--- src/rtl/mcas_map.svh ---
`ifndef MCAS_MAP_SVH
`define MCAS_MAP_SVH
// device register map
`define MCAS_TUNING_CTL 8'h12
`define MCAS_CAL_STATUS 8'h13
`define MCAS_TUNING_RST 8'h00
`define MCAS_START_BIT 0
// clock rate and millisecond divider
`define MCAS_CLK_MHZ 200
`define MCAS_KHZ_PER_MHZ 1000
// sequence timeline in ms
`define MCAS_TONE1_START_LIMIT 10'd10
`define MCAS_TONE1_END_LIMIT 10'd200
`define MCAS_TONE2_START_LIMIT 10'd210
`define MCAS_TONE2_END_LIMIT 10'd400
`define MCAS_TONE3_START_LIMIT 10'd410
`define MCAS_TONE3_END_LIMIT 10'd600
`define MCAS_SEQUENCE_COMPLETE_TIME 10'd790
// host stimulus segment and settle step in ms
`define MCAS_SEG_MS 10'd201
`define MCAS_STEP_MS 10'd1
// host axi register map
`define MCAS_H_CTRL 4'h0
`define MCAS_H_STAT 4'h4
`define MCAS_H_HOLD 4'h8
`define MCAS_CTRL_GO 0
`define MCAS_CTRL_USE_REG 1
`define MCAS_CTRL_COMMIT 2
`define MCAS_CTRL_THREE 3
`define MCAS_RESP_OK 2'h0
`define MCAS_RESP_ERR 2'h2
`endif

--- src/rtl/mcas_pkg.sv ---
package mcas_pkg;
   typedef enum logic [1:0] {
      MCAS_SILENT, MCAS_TONE_1K, MCAS_TONE_300, MCAS_TONE_3K
   } mcas_tone_e;
   typedef enum logic [1:0] {DEV_IDLE, DEV_RUN, DEV_HELD} mcas_dev_e;
   typedef enum logic [2:0] {
      H_IDLE, H_WE_UP, H_HOLD, H_STOP, H_RDSTAT, H_WAIT_ACK
   } mcas_host_e;
endpackage

--- src/rtl/mcas_if.sv ---
`timescale 1ns/10ps
interface mcas_if;
   logic cal_trigger;
   logic nvm_write_enable;
   mcas_pkg::mcas_tone_e mic_tone;
   logic reg_wr;
   logic reg_rd;
   logic [7:0] reg_addr;
   logic [7:0] reg_wdata;
   logic [7:0] reg_rdata;
   logic reg_ack;
   modport device (
      input cal_trigger, nvm_write_enable, mic_tone,
      input reg_wr, reg_rd, reg_addr, reg_wdata,
      output reg_rdata, reg_ack
   );
   modport host (
      output cal_trigger, nvm_write_enable, mic_tone,
      output reg_wr, reg_rd, reg_addr, reg_wdata,
      input reg_rdata, reg_ack
   );
endinterface

--- src/rtl/mcas_ms_tick.sv ---
`timescale 1ns/10ps
// one-cycle enable every CYCLES clocks; restart realigns the phase
module mcas_ms_tick #(
   parameter int unsigned CYCLES = 200000
) (
   input wire logic clk,
   input wire logic rst_n,
   input wire logic restart,
   output logic tick
);
   localparam int W = $clog2(CYCLES + 1);
   logic [W-1:0] cnt;
   wire last = (cnt == W'(CYCLES - 1));
   wire [W-1:0] next_cnt = (restart || last) ? '0 : cnt + W'(1);
   // divider count and its pulse
   always_ff @(posedge clk or negedge rst_n) begin
      if (!rst_n) begin
         cnt <= '0;
         tick <= 1'b0;
      end else begin
         cnt <= next_cnt;
         tick <= last && !restart;
      end
   end
endmodule // mcas_ms_tick

--- src/rtl/mcas_host.sv ---
// Local design decision: the AXI4-Lite register port.
`timescale 1ns/10ps
`include "mcas_map.svh"
module mcas_host #(
   parameter int unsigned CYCLES_PER_MS = `MCAS_CLK_MHZ * `MCAS_KHZ_PER_MHZ
) (
   input wire logic SYS_CLK,
   input wire logic RESET_N,
   input wire logic [3:0] AWADDR,
   input wire logic AWVALID,
   output logic AWREADY,
   input wire logic [31:0] WDATA,
   input wire logic [3:0] WSTRB,
   input wire logic WVALID,
   output logic WREADY,
   output logic [1:0] BRESP,
   output logic BVALID,
   input wire logic BREADY,
   input wire logic [3:0] ARADDR,
   input wire logic ARVALID,
   output logic ARREADY,
   output logic [31:0] RDATA,
   output logic [1:0] RRESP,
   output logic RVALID,
   input wire logic RREADY,
   mcas_if.host LINK
);
   mcas_pkg::mcas_host_e st;
   logic [3:0] ctrl;
   logic [9:0] hold_ms;
   logic [7:0] dev_stat;
   logic done;
   logic aw_full;
   logic w_full;
   logic [3:0] aw_addr;
   logic [31:0] w_data;
   logic w_lane0;
   logic [9:0] ms;
   logic tick;
   logic restart;

   ////////////////////////////////////////////////////////////////////////
   // axi write path: address and data taken in either order
   wire aw_take = AWVALID && AWREADY;
   wire w_take = WVALID && WREADY;
   wire wr_do = aw_full && w_full && !BVALID;
   wire next_aw_full = (aw_full && !wr_do) || aw_take;
   wire next_w_full = (w_full && !wr_do) || w_take;
   wire hit_ctrl = (aw_addr == `MCAS_H_CTRL);
   wire hit_hold = (aw_addr == `MCAS_H_HOLD);
   wire hit_stat = (aw_addr == `MCAS_H_STAT);
   wire wr_ok = hit_ctrl || hit_hold || hit_stat;
   wire go = wr_do && hit_ctrl && w_lane0 && w_data[`MCAS_CTRL_GO] &&
             (st == mcas_pkg::H_IDLE);
   // read path
   wire ar_take = ARVALID && ARREADY;
   wire next_rvalid = (RVALID && !RREADY) || ar_take;
   wire [31:0] stat_val = {16'h0000, dev_stat, 6'h00, done,
                           (st != mcas_pkg::H_IDLE)};
   wire [31:0] rd_val = (ARADDR == `MCAS_H_CTRL) ? {28'h0, ctrl} :
                        (ARADDR == `MCAS_H_HOLD) ? {22'h0, hold_ms} :
                        stat_val;
   wire rd_ok = (ARADDR == `MCAS_H_CTRL) || (ARADDR == `MCAS_H_HOLD) ||
                (ARADDR == `MCAS_H_STAT);

   always_ff @(posedge SYS_CLK or negedge RESET_N) begin
      if (!RESET_N) begin
         aw_full <= 1'b0;
         w_full <= 1'b0;
         AWREADY <= 1'b1;
         WREADY <= 1'b1;
         aw_addr <= 4'h0;
         w_data <= 32'h0000_0000;
         w_lane0 <= 1'b0;
         BVALID <= 1'b0;
         BRESP <= `MCAS_RESP_OK;
         ARREADY <= 1'b1;
         RVALID <= 1'b0;
         RDATA <= 32'h0000_0000;
         RRESP <= `MCAS_RESP_OK;
      end else begin
         aw_full <= next_aw_full;
         w_full <= next_w_full;
         AWREADY <= !next_aw_full;
         WREADY <= !next_w_full;
         if (aw_take) begin
            aw_addr <= AWADDR;
         end
         if (w_take) begin
            w_data <= WDATA;
            w_lane0 <= WSTRB[0];
         end
         if (wr_do) begin
            BVALID <= 1'b1;
            BRESP <= wr_ok ? `MCAS_RESP_OK : `MCAS_RESP_ERR;
         end else if (BREADY) begin
            BVALID <= 1'b0;
         end
         RVALID <= next_rvalid;
         ARREADY <= !next_rvalid;
         if (ar_take) begin
            RDATA <= rd_ok ? rd_val : 32'h0000_0000;
            RRESP <= rd_ok ? `MCAS_RESP_OK : `MCAS_RESP_ERR;
         end
      end
   end

   ////////////////////////////////////////////////////////////////////////
   // millisecond base, realigned at each step of the sequence
   mcas_ms_tick #(
      .CYCLES(CYCLES_PER_MS)
   ) u_tick (
      .clk(SYS_CLK),
      .rst_n(RESET_N),
      .restart(restart),
      .tick(tick)
   );

   // too short a hold is stretched past the full timeline; one step of
   // margin keeps the stop out of the device's completion cycle
   wire [9:0] hold_min = `MCAS_SEQUENCE_COMPLETE_TIME + `MCAS_STEP_MS;
   wire [9:0] hold_eff = (hold_ms < hold_min) ? hold_min : hold_ms;
   wire use_reg = ctrl[`MCAS_CTRL_USE_REG];
   wire three = ctrl[`MCAS_CTRL_THREE];
   wire step_end = tick && (ms == `MCAS_STEP_MS - 10'd1);
   wire hold_end = tick && (ms == hold_eff - 10'd1);
   wire seg1 = ms < `MCAS_SEG_MS;
   wire seg2 = ms < (`MCAS_SEG_MS + `MCAS_SEG_MS);
   wire seg3 = ms < (`MCAS_SEG_MS + `MCAS_SEG_MS + `MCAS_SEG_MS);
   // stimulus follows the fixed tone order when three is set, 1K throughout otherwise; silent after the last
   wire mcas_pkg::mcas_tone_e tone_sel =
      !seg3 ? mcas_pkg::MCAS_SILENT :
      (!three || seg1) ? mcas_pkg::MCAS_TONE_1K :
      seg2 ? mcas_pkg::MCAS_TONE_300 : mcas_pkg::MCAS_TONE_3K;
   assign restart = go || (st == mcas_pkg::H_WE_UP && step_end) ||
                    (st == mcas_pkg::H_HOLD && hold_end);

   ////////////////////////////////////////////////////////////////////////
   // calibration sequencer toward the device
   always_ff @(posedge SYS_CLK or negedge RESET_N) begin
      if (!RESET_N) begin
         st <= mcas_pkg::H_IDLE;
         ctrl <= 4'h0;
         hold_ms <= `MCAS_SEQUENCE_COMPLETE_TIME;
         dev_stat <= 8'h00;
         done <= 1'b0;
         ms <= 10'h000;
         LINK.cal_trigger <= 1'b0;
         LINK.nvm_write_enable <= 1'b0;
         LINK.mic_tone <= mcas_pkg::MCAS_SILENT;
         LINK.reg_wr <= 1'b0;
         LINK.reg_rd <= 1'b0;
         LINK.reg_addr <= 8'h00;
         LINK.reg_wdata <= 8'h00;
      end else begin
         LINK.reg_wr <= 1'b0;
         LINK.reg_rd <= 1'b0;
         if (wr_do && w_lane0 && hit_ctrl && st == mcas_pkg::H_IDLE) begin
            ctrl <= {w_data[3:1], 1'b0};
         end
         if (wr_do && hit_hold && st == mcas_pkg::H_IDLE) begin
            hold_ms <= w_data[9:0];
         end
         if (restart) begin
            ms <= 10'h000;
         end else if (tick) begin
            ms <= ms + 10'd1;
         end
         case (st)
            mcas_pkg::H_IDLE: begin
               if (go) begin
                  // enable rises first, trigger a step later
                  LINK.nvm_write_enable <= w_data[`MCAS_CTRL_COMMIT];
                  ctrl <= {w_data[3:1], 1'b0};
                  done <= 1'b0;
                  st <= mcas_pkg::H_WE_UP;
               end
            end
            mcas_pkg::H_WE_UP: begin
               if (step_end) begin
                  LINK.cal_trigger <= !use_reg;
                  LINK.reg_wr <= use_reg;
                  LINK.reg_addr <= `MCAS_TUNING_CTL;
                  LINK.reg_wdata <= 8'h01;
                  st <= mcas_pkg::H_HOLD;
               end
            end
            mcas_pkg::H_HOLD: begin
               LINK.mic_tone <= tone_sel;
               if (hold_end) begin
                  LINK.mic_tone <= mcas_pkg::MCAS_SILENT;
                  LINK.cal_trigger <= 1'b0;
                  LINK.reg_wr <= use_reg;
                  LINK.reg_wdata <= 8'h00;
                  st <= mcas_pkg::H_STOP;
               end
            end
            mcas_pkg::H_STOP: begin
               if (step_end) begin
                  LINK.nvm_write_enable <= 1'b0;
                  st <= mcas_pkg::H_RDSTAT;
               end
            end
            mcas_pkg::H_RDSTAT: begin
               LINK.reg_rd <= 1'b1;
               LINK.reg_addr <= `MCAS_CAL_STATUS;
               st <= mcas_pkg::H_WAIT_ACK;
            end
            mcas_pkg::H_WAIT_ACK: begin
               if (LINK.reg_ack) begin
                  dev_stat <= LINK.reg_rdata;
                  done <= 1'b1;
                  st <= mcas_pkg::H_IDLE;
               end
            end
            default: begin
               st <= mcas_pkg::H_IDLE;
            end
         endcase
      end
   end
endmodule // mcas_host

--- src/flat_wrapper.sv ---
// flat-port wrapper written by rule: the top's interface ports become plain ports
module mcas_host_flat 
#(
   parameter int unsigned CYCLES_PER_MS = `MCAS_CLK_MHZ * `MCAS_KHZ_PER_MHZ
)
  (SYS_CLK, RESET_N, AWADDR, AWVALID, AWREADY, WDATA, WSTRB, WVALID, WREADY, BRESP, BVALID, BREADY, ARADDR, ARVALID, ARREADY, RDATA, RRESP, RVALID, RREADY, LINK_cal_trigger, LINK_nvm_write_enable, LINK_mic_tone, LINK_reg_wr, LINK_reg_rd, LINK_reg_addr, LINK_reg_wdata, LINK_reg_rdata, LINK_reg_ack);
  mcas_if LINK_i ();
  input wire logic SYS_CLK;
  input wire logic RESET_N;
  input wire logic [3:0] AWADDR;
  input wire logic AWVALID;
  output logic AWREADY;
  input wire logic [31:0] WDATA;
  input wire logic [3:0] WSTRB;
  input wire logic WVALID;
  output logic WREADY;
  output logic [1:0] BRESP;
  output logic BVALID;
  input wire logic BREADY;
  input wire logic [3:0] ARADDR;
  input wire logic ARVALID;
  output logic ARREADY;
  output logic [31:0] RDATA;
  output logic [1:0] RRESP;
  output logic RVALID;
  input wire logic RREADY;
  output wire logic [$bits(LINK_i.cal_trigger)-1:0] LINK_cal_trigger;
  output wire logic [$bits(LINK_i.nvm_write_enable)-1:0] LINK_nvm_write_enable;
  output wire logic [$bits(LINK_i.mic_tone)-1:0] LINK_mic_tone;
  output wire logic [$bits(LINK_i.reg_wr)-1:0] LINK_reg_wr;
  output wire logic [$bits(LINK_i.reg_rd)-1:0] LINK_reg_rd;
  output wire logic [$bits(LINK_i.reg_addr)-1:0] LINK_reg_addr;
  output wire logic [$bits(LINK_i.reg_wdata)-1:0] LINK_reg_wdata;
  input wire logic [$bits(LINK_i.reg_rdata)-1:0] LINK_reg_rdata;
  input wire logic [$bits(LINK_i.reg_ack)-1:0] LINK_reg_ack;
  assign LINK_cal_trigger = LINK_i.cal_trigger;
  assign LINK_nvm_write_enable = LINK_i.nvm_write_enable;
  assign LINK_mic_tone = LINK_i.mic_tone;
  assign LINK_reg_wr = LINK_i.reg_wr;
  assign LINK_reg_rd = LINK_i.reg_rd;
  assign LINK_reg_addr = LINK_i.reg_addr;
  assign LINK_reg_wdata = LINK_i.reg_wdata;
  assign LINK_i.reg_rdata = LINK_reg_rdata;
  assign LINK_i.reg_ack = LINK_reg_ack;
  mcas_host #(.CYCLES_PER_MS(CYCLES_PER_MS)) u_core (.SYS_CLK(SYS_CLK), .RESET_N(RESET_N), .AWADDR(AWADDR), .AWVALID(AWVALID), .AWREADY(AWREADY), .WDATA(WDATA), .WSTRB(WSTRB), .WVALID(WVALID), .WREADY(WREADY), .BRESP(BRESP), .BVALID(BVALID), .BREADY(BREADY), .ARADDR(ARADDR), .ARVALID(ARVALID), .ARREADY(ARREADY), .RDATA(RDATA), .RRESP(RRESP), .RVALID(RVALID), .RREADY(RREADY), .LINK(LINK_i));
endmodule
--- config.mk ---
export PLATFORM = sky130hd
export DESIGN_NAME = mcas_host_flat
export DESIGN_NICKNAME = d
export VERILOG_FILES = /design/src/rtl/mcas_pkg.sv /design/src/rtl/mcas_if.sv /design/src/rtl/mcas_ms_tick.sv /design/src/rtl/mcas_host.sv /design/src/flat_wrapper.sv
export VERILOG_INCLUDE_DIRS = /design/src /design/src/rtl
export SDC_FILE = /design/constraint.sdc
export NUM_CORES = 1
export LEC_CHECK = 0
export BUFFER_PORTS_ARGS = -buffer_cell sky130_fd_sc_hd__buf_2
export CAP_MARGIN = 10
export CORE_AREA = 5 5 105 107
export CTS_BUF_LIST = sky130_fd_sc_hd__clkbuf_4
export CTS_CLUSTER_SIZE = 28
export DETAILED_ROUTE_END_ITERATION = 16
export DIE_AREA = 0 0 110 112
export PLACE_DENSITY = 0.81
export REMOVE_ABC_BUFFERS = 1
export SETUP_SLACK_MARGIN = 0.02
export SLEW_MARGIN = 10
export SYNTH_ARGS = -nofsm -noshare
export SYNTH_HDL_FRONTEND = slang
export SYNTH_HIERARCHICAL = 1
export SYNTH_SLANG_ARGS = --single-unit
--- constraint.sdc ---
create_clock -name SYS_CLK -period 4.4 [get_ports SYS_CLK]
set_input_delay 1.1 -clock SYS_CLK [delete_from_list [all_inputs] [get_ports SYS_CLK]]
set_output_delay 1.1 -clock SYS_CLK [all_outputs]
set_load 0.05 [all_outputs]
# Word-level counts from Yosys, hierarchy flattened
# Cells that the tools add are included.
# Widths: inputs -> output; s select.
# word_totals
output_inout_bits	63
reg_bits	135
latchBits	0
romBits	0
mem_bits_rw	0
n_memories	0
in_bits	60
word_cells	152
# classes
n_mul	0
shift	0
n_eq_ne	16
magnitude_cmp	4
muxes	42
bitwise_logic	0
n_reduce_logical	59
n_addsub	3
div_mod_pow	0
# ops
cell	count
$mux 32	2
$pmux 8 s2	2
$mux 10	3
$mux 8	3
$logic_and 1x1->1	22
$lt 10x10->1 const B	2
$add 18x1->18 const B	1
$eq 18x18->1 const B	1
$mux 18	1
$pmux 3 s6	1
$mux 16	1
$mux 3	5
$mux 1	12
$mux 4	3
$reduce_bool 2->1	6
$logic_or 1x1->1	11
$add 10x1->10 const B	1
$eq 10x10->1	1
$logic_not 10->1	1
$lt 10x8->1 const B	1
$lt 10x9->1 const B	1
$mux 2	5
$sub 10x1->10 const B	1
$logic_not 1->1	9
other kinds (14)	28

# Depth between registers and ports, before layout
# logic_depth
ltp_word	10
mapped_depth	18
mapped_depth_nobuf	13

# By module
# The synthesis kept the hierarchy.
# modules_own_cells
module	cells_per_inst	seq_area_each_um2	instances	area_per_inst_um2
mcas_host	424	2137.0	1	4525.6
mcas_ms_tick	95	475.5	1	935.9

# Least setup slack after synthesis
# OpenSTA, ideal clock, no wires.
# synth_timing
kind	flip-flop to flip-flop
from	register u_core.hold_ms[1]
to	register u_core.u_tick.cnt[10]
t_required_ns	4.281
setup_ns	0.119
arrival_time_ns	3.595
slack_ns	0.686
stages_incl_launch_ff	19
cell_sequence	dfstp_2 > buf_2 > nand3_1 > a211o_1 > buf_6 > nor2_1 > ha_1 > buf_4 > or3b_1 > o31ai_1 > a211o_2 > nand3_2 > a2111oi_4 > nor3_4 > inv_1 > a31o_2 > buf_6 > buf_6 > nor2_1
# synth_between
elab_chain_len	9
# synth_lines
element	line_no	rtl
start, declared	mcas_host.sv:30	logic [9:0] hold_ms;
start signal, assigned	mcas_host.sv:144	hold_ms <= `MCAS_SEQUENCE_COMPLETE_TIME;
start signal, assigned	mcas_host.sv:162	hold_ms <= w_data[9:0];
$lt 10x10->1	mcas_host.sv:122	wire [9:0] hold_eff = (hold_ms < hold_min) ? hold_min : hold_ms;
$mux 10 *	mcas_host.sv:122	
$sub 10x1->10 *	mcas_host.sv:126	wire hold_end = tick && (ms == hold_eff - 10'd1);
$eq 10x10->1 *	mcas_host.sv:126	
$logic_and 1x1->1 *	mcas_host.sv:126	
$logic_and 1x1->1 *	mcas_host.sv:136	(st == mcas_pkg::H_HOLD && hold_end);
$logic_or 1x1->1 *	mcas_host.sv:135	assign restart = go || (st == mcas_pkg::H_WE_UP && step_end) ||
via u_core.restart	mcas_host.sv:40	logic restart;
$logic_or 1x1->1 *	mcas_ms_tick.sv:14	wire [W-1:0] next_cnt = (restart || last) ? '0 : cnt + W'(1);
$mux 18 *	mcas_ms_tick.sv:14	
via u_core.u_tick.next_cnt[10]	mcas_ms_tick.sv:14	
end signal, assigned	mcas_ms_tick.sv:21	cnt <= next_cnt;
end, declared	mcas_ms_tick.sv:12	logic [W-1:0] cnt;
# Mark *: on every way through the listed nets, which the timed path passes. The rest lies on a longest branch.
# A chain may end at the register's enable or synchronous reset.

# Worst setup path in the final report
# layout_timing
from	register u_core.hold_ms[1]
to	register u_core.u_tick.cnt[14]
# Same word-level chain as after synthesis.

==> reports/metrics.cfg <==
[global_route]
track_usage = 0.1922
antenna_found_initial = 0
grt-ovfl-total = 0
grt_pass1_wl_um = 18910
first_global_vias = 3946
grt_max_degree = 72

[timing]
finalSetupTns_ns = 0
max_freq_mhz = 243.7
skew_ns = 0.02108
slew_viol_final = 0
hold_viol = 0
worst_slack_ns = 0.2969
timing.slew.headroom = 0.4091
post-route-period-util = 0.9325
finalSetupViolations = 0
finalCriticalPeriod_ns = 4.103
worstMarginPinSlew_ns = 0.8863
rsz0062_at_grt = false

[setup_path]
crit_required_ns = 4.74
worstSetupPathType = reg -> reg
end_kind = register
critPathLaunchType = register
r2r_cells = 13
critPathMaxFanout = 17
cp.arrival_ns = 4.44

[clock_network]
cts.htree.levels = 3
postCtsSetupRepairBufs = 0
cts_made_buffers = 9
clkSinkCount = 104
ctsResizeCount = 0
clk_pin_slew_worst_paths_ns = 0.17
postCtsHoldBufs = 0
tritoncts = yes
cts_root_buffer = clkbuf_4
clkLatencyLatePin_ns = 0.47
clk_path_buf_depth = 2

[placement]
hpwl_um = 8397
port_buffers = 67
dp_slack_ns = 0.4361
gp_congestion = 0.9456

[drt]
drt_pass1_iterations = 4
drtAntennaViolNets = 0
drc = 0
vias_per_cell = 5.600
vias = 4004
wirelength_um = 11300
drt_iter0_drc = 202
wl_per_cell_um = 15.81

[finish]
final_common_cell = dfrtp_1
n_antenna_cell = 0
drive_gt1_frac = 0.2694
final_cell_mix = dfrtp_1 (96), buf_2 (66), nor2_1 (48), nand2_1 (43), mux2_2 (37)
syn_to_final_growth_pct = 7.423
nets = 639

[floorplanning]
core_area_sq_um = 10050
die_w_um = 110
std_cell_rows = 37
dieArea_sq_um = 12320
start_util = 0.5437
io_pins = 123
fp.dieH_um = 112

[status]
run_status = finished, final reports clean

[yosys]
ys_ff_latch = 104
ys_async_sr_fraction = 1.000
synth_cell_type_count = 67
yosys_warnings = 6
syn-instance-count = 519
ys.flop_type = dfrtp_1
synth_area_per_cell_sq_um = 10.52
yosysSeqAreaShare = 0.4784
synth_edf_count = 0
syn-cell-area_sq_um = 5461

[min_path]
hold_path.class = reg -> reg
hold_depth = 1

[power]
power.density_nw_per_um2 = 466.9
totalPowerFinal_mw = 2.739
p_leak_nw = 2.701
ir_drop_mv = 0.4023

[job]
drv_cap = 0

==> per-layer routing <==
metal	vias to the layer above	GRT usage	wire length [um]
met3	19	0.02899	582
met2	117	0.3095	5676
met1	1980	0.2527	4805
met5	-	0	0
li1	1888	-	-
met4	0	0.09061	240
==> cell type report <==
class                      count  area, sq um
multi-input combinational    364         2487
timing repair buffer          74        390.4
sequential                   104         2613
clock inverter                 7        60.06
clock buffer                   9        67.56
inverter                      21        78.83
tap                          136        170.2
fill                         840         4179
==> critical path, stage by stage, from the launching register on <==
cell	delay (ns)
dfstp_2	0.69
nand3_1	0.14
a211o_1	0.46
nor2_1	0.19
ha_1	0.35
or3b_1	0.43
o31ai_1	0.32
a211o_2	0.21
nand3_2	0.11
a2111oi_4	0.41
nor3_4	0.08
inv_1	0.12
a31o_2	0.34
nor2_1	0.11
==> where the power goes <==
group	internal (mW)	switching, mW
sequential	1.19	0.227
clock	0.129	0.340
combinational	0.330	0.526
==> flip-flops by register name, indices dropped and copies added, names as in the netlist, 2 cells and up <==
signal / cells
u_core/LINK.mic_tone: 2
u_core/LINK.reg_addr: 2
u_core/RDATA: 16
u_core/aw_addr: 4
u_core/ctrl: 4
u_core/dev_stat: 8
u_core/hold_ms: 10
u_core/ms: 10
u_core/st: 3
u_core/u_tick/cnt: 18
u_core/w_data: 10
==> cells by family after synthesis <==
kind of cell,count (synthesis),share of synthesized area
and+or+nand+nor,179,0.1771
DFF,104,0.4783
buffers and inverters,80,0.08614
AOI/OAI and AO/OA,76,0.1084
muxes,47,0.09462
xor gates and xnor gates,27,0.04330
adders and majority gates,5,0.01145
other,1,0.0006866
==> cells in the mapped netlist, drive strengths merged (2+ instances only) <==
library cell,count,area share
and2,5,0.0057
xor2,3,0.0048
nand4,9,0.011
nand3b,4,0.0055
or3b,3,0.0048
o21ai,18,0.016
a21o,2,0.0027
nand2b,3,0.0034
o211ai,2,0.0037
a21oi,11,0.010
a211o,5,0.0085
nand2,43,0.030
xnor2,24,0.038
nor2b,4,0.0046
mux2i,10,0.018
nor4b,3,0.0076
nor2,48,0.033
a32oi,2,0.0032
nor4,17,0.024
dfrtp,96,0.44
a2111oi,5,0.015
a31oi,2,0.0023
ha,5,0.011
a31o,2,0.0032
nand3,16,0.016
a22o,9,0.014
dfstp,8,0.038
nor3,13,0.017
a221o,2,0.0037
and3,2,0.0023
inv,21,0.014
o41ai,2,0.0046
o31ai,6,0.0082
mux2,37,0.076
clkbuf,14,0.0096
or3,4,0.0046
buf,45,0.062
==> final timing paths <==
kind / slack (ns) / startpoint / to
max reg2reg: 0.30 / u_core/hold_ms[1] / u_core/u_tick/cnt[14]
min: 0.49 / u_core/u_tick/cnt[0] / u_core/u_tick/cnt[0]
max in group asynchronous: 2.85 / RESET_N / u_core/hold_ms[1]
min reg2reg: 0.49 / u_core/u_tick/cnt[0] / u_core/u_tick/cnt[0]
max: 0.30 / u_core/hold_ms[1] / u_core/u_tick/cnt[14]
min in group asynchronous: 0.69 / RESET_N / u_core/RRESP[1]
==> stage by stage <==
stage               utilization  hold slack [ns]  cells  area (sq um)
floorplan                     -           0.4445    489          5179
finish                   0.5840           0.4941    715          5867
global route             0.5840           0.5248    715          5867
global placement         0.5713           0.4581    699          5739
CTS                      0.5840           0.5021    715          5867
detailed placement       0.5713           0.4686    699          5739
Power figures use the tool's default switching activity.
